<file path="config.mk">
export PLATFORM = sky130hd
export DESIGN_NAME = ddrsp_guard
export DESIGN_NICKNAME = d
export VERILOG_FILES = /design/src/logic/ddrsp_guard.v
export VERILOG_INCLUDE_DIRS = /design/src /design/src/logic
export SDC_FILE = /design/constraint.sdc
export NUM_CORES = 1
export LEC_CHECK = 0
export BUFFER_PORTS_ARGS = -buffer_cell sky130_fd_sc_hd__buf_2
export CAP_MARGIN = 20
export CORE_AREA = 5 5 120 122
export CTS_CLUSTER_SIZE = 8
export DETAILED_ROUTE_END_ITERATION = 6
export DIE_AREA = 0 0 125 127
export GPL_TIMING_DRIVEN = 0
export PLACE_DENSITY_LB_ADDON = 0.2
export SETUP_SLACK_MARGIN = 0.3
export SYNTH_ARGS = -nofsm -noshare
export SYNTH_HDL_FRONTEND = slang
export SYNTH_SLANG_ARGS = --single-unit
</file>
<file path="constraint.sdc">
create_clock -name ref_clk -period 4.8 [get_ports ref_clk]
set_clock_uncertainty 0.15 [all_clocks]
set_input_delay 0.96 -clock ref_clk [delete_from_list [all_inputs] [get_ports ref_clk]]
set_output_delay 0.96 -clock ref_clk [all_outputs]
set_load 0.03 [all_outputs]
</file>
<file path="src/logic/ddrsp_defines.vh">
// Timing constants for the command spacing guard of a DDR2 controller
// Assumes a 10 MHz controller clock (100 ns period)
`ifndef DDRSP_DEFINES_VH
`define DDRSP_DEFINES_VH
`define DDRSP_CLK_PS 100000
`define DDRSP_ACT_TO_ACT_GAP_PS 10000
`define DDRSP_COLUMN_CMD_GAP_CK 8'h02
`define DDRSP_WRITE_RECOVERY_GAP_PS 15000
`define DDRSP_WRITE_TO_READ_GAP_400_PS 10000
`define DDRSP_WRITE_TO_READ_GAP_533_PS 7500
`define DDRSP_READ_TO_PRECHARGE_GAP_PS 7500
`define DDRSP_CLOCK_ENABLE_MIN_PULSE_CK 8'h03
`define DDRSP_SELFREFRESH_EXIT_EXTRA_PS 10000
`define DDRSP_SELFREFRESH_EXIT_READ_GAP_CK 8'hC8
`define DDRSP_PRECHARGE_PD_EXIT_GAP_CK 8'h02
`define DDRSP_ACTIVE_PD_FAST_EXIT_GAP_CK 8'h02
`define DDRSP_ACTIVE_PD_SLOW_EXIT_BASE_CK 8'h06
`define DDRSP_TERMINATION_PD_ENTRY_LATENCY_CK 8'h03
`define DDRSP_TERMINATION_PD_EXIT_LATENCY_CK 8'h08
`define DDRSP_MODE_LOAD_CYCLE_GAP_CK 8'h02
`define DDRSP_MODE_LOAD_TO_TERMINATION_UPDATE_PS 12000
`define DDRSP_CALIBRATION_DRIVE_OUTPUT_DELAY_PS 12000
`define DDRSP_CLOCK_HOLD_AFTER_ENABLE_DROP_CK 8'h02
`define DDRSP_WRITE_STROBE_ALIGNMENT_CK 8'h00
`define DDRSP_REFRESH_CYCLE_PS 105000
`define DDRSP_PRECHARGE_PERIOD_PS 15000
`define DDRSP_CMD_NOP 3'h0
`define DDRSP_CMD_ACT 3'h1
`define DDRSP_CMD_RD 3'h2
`define DDRSP_CMD_WR 3'h3
`define DDRSP_CMD_PRE 3'h4
`define DDRSP_CMD_MRS 3'h5
`define DDRSP_CMD_WRA 3'h6
`define DDRSP_CMD_REF 3'h7
`endif

</file>
<file path="src/logic/ddrsp_guard.v">
// Command spacing guard that a DDR2 controller places before its command pins
// Assumes requests arrive on ref_clk; the memory clock equals ref_clk
`timescale 1ns/1ps
`default_nettype none
`include "ddrsp_defines.vh"
module ddrsp_guard (
    input wire ref_clk,
    input wire rst_n,
    input wire req_valid,
    input wire [2:0] req_cmd,
    input wire [1:0] req_bank,
    input wire grade_533,
    input wire [2:0] additive_latency,
    input wire pd_req,
    input wire selfrefresh_req,
    input wire slow_exit,
    input wire term_req,
    output wire req_ready,
    output reg [2:0] mem_cmd,
    output reg [1:0] mem_bank,
    output reg mem_cke,
    output reg mem_odt,
    output reg mem_clk_en,
    output reg mem_dqs_start,
    output wire term_valid
);
    localparam [3:0] S_ACTIVE = 4'h1;
    localparam [3:0] S_PD = 4'h2;
    localparam [3:0] S_SR = 4'h4;
    localparam [3:0] S_TERM = 4'h8;

    // Picoseconds to clocks, rounded up, at least one
    function [7:0] ps_to_ck;
        input integer ps;
        integer n;
        begin
            n = (ps + `DDRSP_CLK_PS - 1) / `DDRSP_CLK_PS;
            if (n < 1) begin
                n = 1;
            end
            ps_to_ck = n[7:0];
        end
    endfunction

    // Clamp remaining count with a new minimum
    function [7:0] keep_max;
        input [7:0] cur;
        input [7:0] req;
        begin
            keep_max = (req > cur) ? req : cur;
        end
    endfunction

    localparam [7:0] ACT_CK = ps_to_ck(`DDRSP_ACT_TO_ACT_GAP_PS);
    localparam [7:0] COL_CK = `DDRSP_COLUMN_CMD_GAP_CK;
    localparam [7:0] DAL_CK = ps_to_ck(`DDRSP_WRITE_RECOVERY_GAP_PS) +
        ps_to_ck(`DDRSP_PRECHARGE_PERIOD_PS);
    localparam [7:0] WTR4_CK = ps_to_ck(`DDRSP_WRITE_TO_READ_GAP_400_PS);
    localparam [7:0] WTR5_CK = ps_to_ck(`DDRSP_WRITE_TO_READ_GAP_533_PS);
    localparam [7:0] RTP_CK = ps_to_ck(`DDRSP_READ_TO_PRECHARGE_GAP_PS);
    localparam [7:0] CKE_CK = `DDRSP_CLOCK_ENABLE_MIN_PULSE_CK;
    localparam [7:0] XSNR_CK = ps_to_ck(`DDRSP_REFRESH_CYCLE_PS +
        `DDRSP_SELFREFRESH_EXIT_EXTRA_PS);
    localparam [7:0] XSRD_CK = `DDRSP_SELFREFRESH_EXIT_READ_GAP_CK;
    localparam [7:0] XP_CK = `DDRSP_PRECHARGE_PD_EXIT_GAP_CK;
    localparam [7:0] XARD_CK = `DDRSP_ACTIVE_PD_FAST_EXIT_GAP_CK;
    localparam [7:0] XARDS_CK = `DDRSP_ACTIVE_PD_SLOW_EXIT_BASE_CK;
    localparam [7:0] ANPD_CK = `DDRSP_TERMINATION_PD_ENTRY_LATENCY_CK;
    localparam [7:0] AXPD_CK = `DDRSP_TERMINATION_PD_EXIT_LATENCY_CK;
    localparam [7:0] MRD_CK = `DDRSP_MODE_LOAD_CYCLE_GAP_CK;
    localparam [7:0] MOD_CK = ps_to_ck(`DDRSP_MODE_LOAD_TO_TERMINATION_UPDATE_PS);
    localparam [7:0] OIT_CK = ps_to_ck(`DDRSP_CALIBRATION_DRIVE_OUTPUT_DELAY_PS);
    localparam [7:0] HOLD_CK = `DDRSP_CLOCK_HOLD_AFTER_ENABLE_DROP_CK;

    reg rst_meta;
    reg rst_sync;
    reg [1:0] pd_meta;
    reg [1:0] pd_sync;
    reg [3:0] state;
    reg [3:0] next_state;
    reg [7:0] act_cnt;
    reg [7:0] col_cnt;
    reg [7:0] rd_cnt;
    reg [7:0] nonrd_cnt;
    reg [7:0] pre_cnt;
    reg [7:0] cke_cnt;
    reg [7:0] term_cnt;
    reg [7:0] clk_cnt;
    reg [7:0] bank_cnt0;
    reg [7:0] bank_cnt1;
    reg [7:0] bank_cnt2;
    reg [7:0] bank_cnt3;
    reg [7:0] bank_cnt_sel;
    reg cmd_ok;
    wire is_rd;
    wire is_col;
    wire fire;
    wire want_pd;
    wire want_sr;
    wire [7:0] slow_ck;

    // Reset release through two flops
    always @(posedge ref_clk or negedge rst_n) begin
        if (!rst_n) begin
            rst_meta <= 1'b0;
            rst_sync <= 1'b0;
        end else begin
            rst_meta <= 1'b1;
            rst_sync <= rst_meta;
        end
    end

    // Power requests treated as asynchronous pins
    always @(posedge ref_clk or negedge rst_sync) begin
        if (!rst_sync) begin
            pd_meta <= 2'h0;
            pd_sync <= 2'h0;
        end else begin
            pd_meta <= {selfrefresh_req, pd_req};
            pd_sync <= pd_meta;
        end
    end
    assign want_pd = pd_sync[0];
    assign want_sr = pd_sync[1];

    assign is_rd = (req_cmd == `DDRSP_CMD_RD);
    assign is_col = is_rd || (req_cmd == `DDRSP_CMD_WR) || (req_cmd == `DDRSP_CMD_WRA);
    assign slow_ck = (XARDS_CK > {5'h00, additive_latency} + 8'h01) ?
        XARDS_CK - {5'h00, additive_latency} : 8'h01;

    always @* begin
        case (req_bank)
            2'h0: bank_cnt_sel = bank_cnt0;
            2'h1: bank_cnt_sel = bank_cnt1;
            2'h2: bank_cnt_sel = bank_cnt2;
            default: bank_cnt_sel = bank_cnt3;
        endcase
    end

    always @* begin
        cmd_ok = (state == S_ACTIVE) && mem_cke;
        if (is_rd && rd_cnt != 8'h00) begin
            cmd_ok = 1'b0;
        end
        if (!is_rd && nonrd_cnt != 8'h00) begin
            cmd_ok = 1'b0;
        end
        if (is_col && col_cnt != 8'h00) begin
            cmd_ok = 1'b0;
        end
        if (req_cmd == `DDRSP_CMD_ACT && (act_cnt != 8'h00 || bank_cnt_sel != 8'h00)) begin
            cmd_ok = 1'b0;
        end
        if (req_cmd == `DDRSP_CMD_PRE && pre_cnt != 8'h00) begin
            cmd_ok = 1'b0;
        end
    end

    assign fire = req_valid && cmd_ok && !want_pd && !want_sr;
    assign req_ready = cmd_ok && !want_pd && !want_sr;
    assign term_valid = (term_cnt == 8'h00) && mem_cke;

    always @* begin
        next_state = state;
        case (state)
            S_ACTIVE: begin
                if ((want_pd || want_sr) && cke_cnt == 8'h00 && nonrd_cnt == 8'h00) begin
                    next_state = S_TERM;
                end
            end
            S_TERM: begin
                if (!want_pd && !want_sr) begin
                    next_state = S_ACTIVE;
                end else if (term_cnt == 8'h00) begin
                    next_state = want_sr ? S_SR : S_PD;
                end
            end
            S_PD: begin
                if (!want_pd && cke_cnt == 8'h00) begin
                    next_state = S_ACTIVE;
                end
            end
            S_SR: begin
                if (!want_sr && cke_cnt == 8'h00) begin
                    next_state = S_ACTIVE;
                end
            end
            default: next_state = S_ACTIVE;
        endcase
    end

    // Down-counters holding every spacing
    always @(posedge ref_clk or negedge rst_sync) begin
        if (!rst_sync) begin
            state <= S_ACTIVE;
            act_cnt <= 8'h00;
            col_cnt <= 8'h00;
            rd_cnt <= 8'h00;
            nonrd_cnt <= 8'h00;
            pre_cnt <= 8'h00;
            cke_cnt <= CKE_CK;
            term_cnt <= 8'h00;
            clk_cnt <= 8'h00;
            bank_cnt0 <= 8'h00;
            bank_cnt1 <= 8'h00;
            bank_cnt2 <= 8'h00;
            bank_cnt3 <= 8'h00;
            mem_cmd <= `DDRSP_CMD_NOP;
            mem_bank <= 2'h0;
            mem_cke <= 1'b0;
            mem_odt <= 1'b0;
            mem_clk_en <= 1'b1;
            mem_dqs_start <= 1'b0;
        end else begin
            state <= next_state;
            act_cnt <= (act_cnt != 8'h00) ? act_cnt - 8'h01 : 8'h00;
            col_cnt <= (col_cnt != 8'h00) ? col_cnt - 8'h01 : 8'h00;
            rd_cnt <= (rd_cnt != 8'h00) ? rd_cnt - 8'h01 : 8'h00;
            nonrd_cnt <= (nonrd_cnt != 8'h00) ? nonrd_cnt - 8'h01 : 8'h00;
            pre_cnt <= (pre_cnt != 8'h00) ? pre_cnt - 8'h01 : 8'h00;
            cke_cnt <= (cke_cnt != 8'h00) ? cke_cnt - 8'h01 : 8'h00;
            term_cnt <= (term_cnt != 8'h00) ? term_cnt - 8'h01 : 8'h00;
            bank_cnt0 <= (bank_cnt0 != 8'h00) ? bank_cnt0 - 8'h01 : 8'h00;
            bank_cnt1 <= (bank_cnt1 != 8'h00) ? bank_cnt1 - 8'h01 : 8'h00;
            bank_cnt2 <= (bank_cnt2 != 8'h00) ? bank_cnt2 - 8'h01 : 8'h00;
            bank_cnt3 <= (bank_cnt3 != 8'h00) ? bank_cnt3 - 8'h01 : 8'h00;
            mem_cmd <= `DDRSP_CMD_NOP;
            mem_dqs_start <= 1'b0;
            mem_odt <= term_req;
            // Clock held running for a while after clock enable drops
            if (clk_cnt != 8'h00) begin
                clk_cnt <= clk_cnt - 8'h01;
            end else if (!mem_cke && state != S_ACTIVE) begin
                mem_clk_en <= 1'b0;
            end
            if (state == S_ACTIVE && mem_cke == 1'b0 && cke_cnt == 8'h00) begin
                mem_cke <= 1'b1;
                mem_clk_en <= 1'b1;
                cke_cnt <= CKE_CK;
                nonrd_cnt <= XP_CK;
                rd_cnt <= XP_CK;
            end
            if (fire) begin
                mem_cmd <= req_cmd;
                mem_bank <= req_bank;
                if (is_col) begin
                    col_cnt <= COL_CK - 8'h01;
                end
                if (req_cmd == `DDRSP_CMD_ACT) begin
                    act_cnt <= ACT_CK - 8'h01;
                end
                if (is_rd) begin
                    pre_cnt <= keep_max(pre_cnt, RTP_CK - 8'h01);
                end
                if (req_cmd == `DDRSP_CMD_WR || req_cmd == `DDRSP_CMD_WRA) begin
                    mem_dqs_start <= 1'b1;
                    rd_cnt <= keep_max(rd_cnt, (grade_533 ? WTR5_CK : WTR4_CK) + COL_CK);
                end
                if (req_cmd == `DDRSP_CMD_WRA) begin
                    case (req_bank)
                        2'h0: bank_cnt0 <= DAL_CK + COL_CK;
                        2'h1: bank_cnt1 <= DAL_CK + COL_CK;
                        2'h2: bank_cnt2 <= DAL_CK + COL_CK;
                        default: bank_cnt3 <= DAL_CK + COL_CK;
                    endcase
                end
                if (req_cmd == `DDRSP_CMD_MRS) begin
                    nonrd_cnt <= keep_max(nonrd_cnt, MRD_CK - 8'h01);
                    rd_cnt <= keep_max(rd_cnt, MRD_CK - 8'h01);
                    term_cnt <= keep_max(term_cnt, keep_max(MOD_CK, OIT_CK));
                end
            end
            if (state == S_ACTIVE && next_state == S_TERM) begin
                term_cnt <= ANPD_CK;
            end
            if (state == S_TERM && next_state != S_TERM && next_state != S_ACTIVE) begin
                mem_cke <= 1'b0;
                cke_cnt <= CKE_CK - 8'h01;
                clk_cnt <= HOLD_CK;
            end
            if ((state == S_PD || state == S_SR) && next_state == S_ACTIVE) begin
                mem_cke <= 1'b1;
                mem_clk_en <= 1'b1;
                cke_cnt <= CKE_CK - 8'h01;
                term_cnt <= AXPD_CK;
                if (state == S_SR) begin
                    nonrd_cnt <= XSNR_CK;
                    rd_cnt <= XSRD_CK;
                end else begin
                    nonrd_cnt <= XP_CK;
                    rd_cnt <= slow_exit ? slow_ck : XARD_CK;
                end
            end
        end
    end
endmodule
`default_nettype wire

</file>
==> reports/qor.csv <==
stage,metric,value,unit
outcome,status,"complete, no violations",
pwr,swShare,0.327,
die,die_y,127,um
cts,clk_pin_slew,0.05,ns
die,start_util,0.463,
grt,antenna_found_initial,0,
setup_path,path_delay_family,simple AND/OR/NAND/NOR gates,
pwr,power_frac_comb,0.261,
die,die_area,0.0159,mm2
synthesis,synth_warnings,0,
finish,area_growth,15.7,%
synthesis,ys_seq_area_frac,0.475,
drt,wl,12300,um
drt,drc,0,
place,placed_cells,837,
die,rows,42,
synthesis,synth-edff-count,0,
sta,hold_viol,0,
die,core_area,0.0131,mm2
sta,whs,0.172,ns
min_path,hold_class,input pin to asynchronous set/reset pin,
finish,design_area,0.00702,mm2
sta,slew-limit-headroom,0.474,
finish,layoutNonFillerInstCount,869,
grt,grt_pass1_vias,4676,
setup_path,cp_slowest_cell,or4_4,
pwr,total_power,3.66,mW
cts,cts_tree,built,
synthesis,async_flop_share,1.00,
synthesis,ys_types,63,
synthesis,avgSynthCellArea,9.51,um2
finish,num_antenna_cells,0,
grt,grt_use_total,0.167,
finish,fill_cells,1182,
place,hpwl,8730,um
sta,post-route-period-util,0.823,
pwr,p_seq_frac,0.416,
pwr,p_switching,1.19,mW
drt,antenna_left,0,
setup_path,cp-start-kind,register,
drt,drtIter0Drc,262,
synthesis,synth-seq-cells,115,
sta,grt_setup_unrepaired,false,
setup_path,end_kind,output port,
pwr,power_frac_clock,0.323,
setup_path,required,3.69,ns
setup_path,cpMostUsedCell,o31ai_1,
setup_path,crit_fanout,8,
drt,wire_per_inst,14.2,um
cts,cts-buffers-inserted,17,
setup_path,critPathKind,register to output port,
finish,drive_above_1_share,0.128,
place,post_dp_cell_area,0.00645,mm2
sta,max_freq,0.253,GHz
synthesis,synth_cells,638,
setup_path,worst-path-buf-inv,1,
grt,grt_max_degree,70,
cts,clockRootBuffer,clkbuf_16,
synthesis,synth_area,0.00606,mm2
finish,nets,723,
die,fp.dieW,125,um
sta,worst_slew_pin_slew,0.785,ns
cts,clock-sinks,115,
cts,htreeDepth,4,
pwr,ir_drop,0.000282,V
sta,worst_slack,0.848,ns
sta,maxSlewViolCount,0,
drt,num_vias,4673,
synthesis,syn_nets,679,
pwr,p_per_area,521,mW/mm2
place,numPortBuffers,21,
grt,globalRouteOverflowTotal,0,
sta,min_period,3.95,ns
place,gp_congestion,0.861,
run,maxCapViolCount,0,
setup_path,arrival,2.84,ns
setup_path,cpPeakStageDelay,0.58,ns
sta,finalSetupViolations,0,
pwr,intPower,2.46,mW
synthesis,synth-main-ff-cell,dfrtp_1,
cts,cts_buffer_depth,2,
pwr,p_leak,3.19,nW
grt,grt_pass1_wl,21900,um
drt,first_pass_iters,4,
die,io_pins,27,
cts,clk_latency,0.41,ns
setup_path,path_cells,or4_4 > nor4b_4 > o31ai_1 > o31ai_1 > and2_1 > buf_2,
place,pre_cts_slack,0.882,ns
drt,viasPerCell,5.38,
==> worst register-to-register path, cell delays in order, from the launching register on <==
cell      delay (ns)
dfstp_2         0.37
inv_1           0.07
ha_1            0.20
nor4b_1         0.55
clkbuf_2        0.26
nand2_2         0.14
a21oi_1         0.58
a211oi_1        0.27
a32oi_1         0.25
o21ai_0         0.11
==> stage by stage <==
step,utilization,setup TNS [ns]
after detailed placement,0.493,0
after global placement,0.488,-18.17
after floorplan,-,0
after global routing,0.536,0
after CTS,0.536,0
final,0.536,0
==> synth_stat cells, types with 3 or more instances <==
cell | number | share of area
mux2i_1 | 4 | 0.0066
clkbuf_1 | 6 | 0.0037
inv_1 | 42 | 0.026
or4_1 | 5 | 0.0062
xor2_1 | 21 | 0.030
nand2_1 | 44 | 0.027
and3_1 | 4 | 0.0041
dfrtp_1 | 111 | 0.46
a2111oi_0 | 3 | 0.0043
nand2b_1 | 9 | 0.0093
buf_2 | 5 | 0.0041
and2_1 | 4 | 0.0041
xnor2_1 | 21 | 0.030
mux2_2 | 10 | 0.019
or3_1 | 9 | 0.0093
o31ai_1 | 9 | 0.011
nand4b_1 | 3 | 0.0043
nand3_1 | 24 | 0.020
o21ai_0 | 31 | 0.026
nor3b_1 | 5 | 0.0062
nor2_1 | 108 | 0.067
nor4b_1 | 3 | 0.0043
a21o_1 | 4 | 0.0050
a21oi_1 | 34 | 0.028
ha_1 | 25 | 0.052
o21ai_2 | 3 | 0.0043
nand3b_1 | 3 | 0.0037
nor4_1 | 13 | 0.013
nor3_1 | 26 | 0.021
dfstp_2 | 4 | 0.017
a211oi_1 | 3 | 0.0037
==> placed cells by master (no fill, tap or decap), drive strengths merged, types with 5 or more instances in the layout <==
master,instances
nand2,45
nand2b,9
a21oi,35
or4,7
ha,25
nor3,26
or3,9
o31ai,10
clkbuf,32
xor2,21
a2111oi,5
inv,42
nor4b,6
dfrtp,111
buf,30
o21ai,34
nor3b,5
nor2,108
xnor2,21
nor4,13
mux2,10
nand3,26
==> per-layer routing <==
layer | global-route usage | wire [um]
met3 | 0.0371 | 350
met5 | 0 | 0
met1 | 0.215 | 5680
met2 | 0.273 | 6030
met4 | 0.0733 | 256
==> power groups by stage <==
stage | Sequential [mW] | Clock, mW | Combinational, mW
finish | 1.52 | 1.18 | 0.955
global route | 1.56 | 1.26 | 1.12
CTS | 1.52 | 1.21 | 0.966
detailed placement | 1.53 | 0 | 0.960
global placement | 1.53 | 0 | 0.893
floorplan | 1.49 | 0 | 0.766
==> cell families after synthesis <==
| logic type | after synthesis | share of synthesized area |
|---|---|---|
| other | 1 | 0.000618 |
| DFF | 115 | 0.475 |
| and+or+nand+nor | 276 | 0.229 |
| muxes | 14 | 0.0252 |
| buffers and inverters | 55 | 0.0363 |
| xor gates and xnor gates | 42 | 0.0607 |
| AOI/OAI and AO/OA | 110 | 0.121 |
| adders and majority gates | 25 | 0.0516 |
==> cell type report <==
type | count | area [um2] | area share
inverter | 42 | 158 | 0.0225
clock inverter | 5 | 50.0 | 0.00713
sequential | 115 | 2890 | 0.411
clock buffer | 25 | 505 | 0.0720
timing repair buffer | 25 | 175 | 0.0250
tap | 176 | 220 | 0.0314
buffer | 13 | 62.6 | 0.00891
multi-input combinational | 468 | 2960 | 0.422
==> final timing paths <==
check                                 from    endpoint  slack (ns)  cells after the start
worst max-delay path            act_cnt[2]   req_ready        0.85                      6
worst min-delay path                 rst_n    rst_sync        0.17                      1
worst max register to register  cke_cnt[0]   rd_cnt[2]        1.72                      9
worst min register to register    rst_sync  clk_cnt[2]        0.19                      1
max in group asynchronous         rst_sync    state[0]        3.72                      2
min in group ref_clk              rst_meta    rst_sync        0.20                      0
==> repair_timing <==
action | 4_1_cts | 5_1_grt
resized for setup | 0 | 0
buffers inserted | 0 | 0
endpoints found under the hold margin | 1 | 0
hold buffers | 1 | 0
Note: power is estimated with default switching activity, not from simulation.
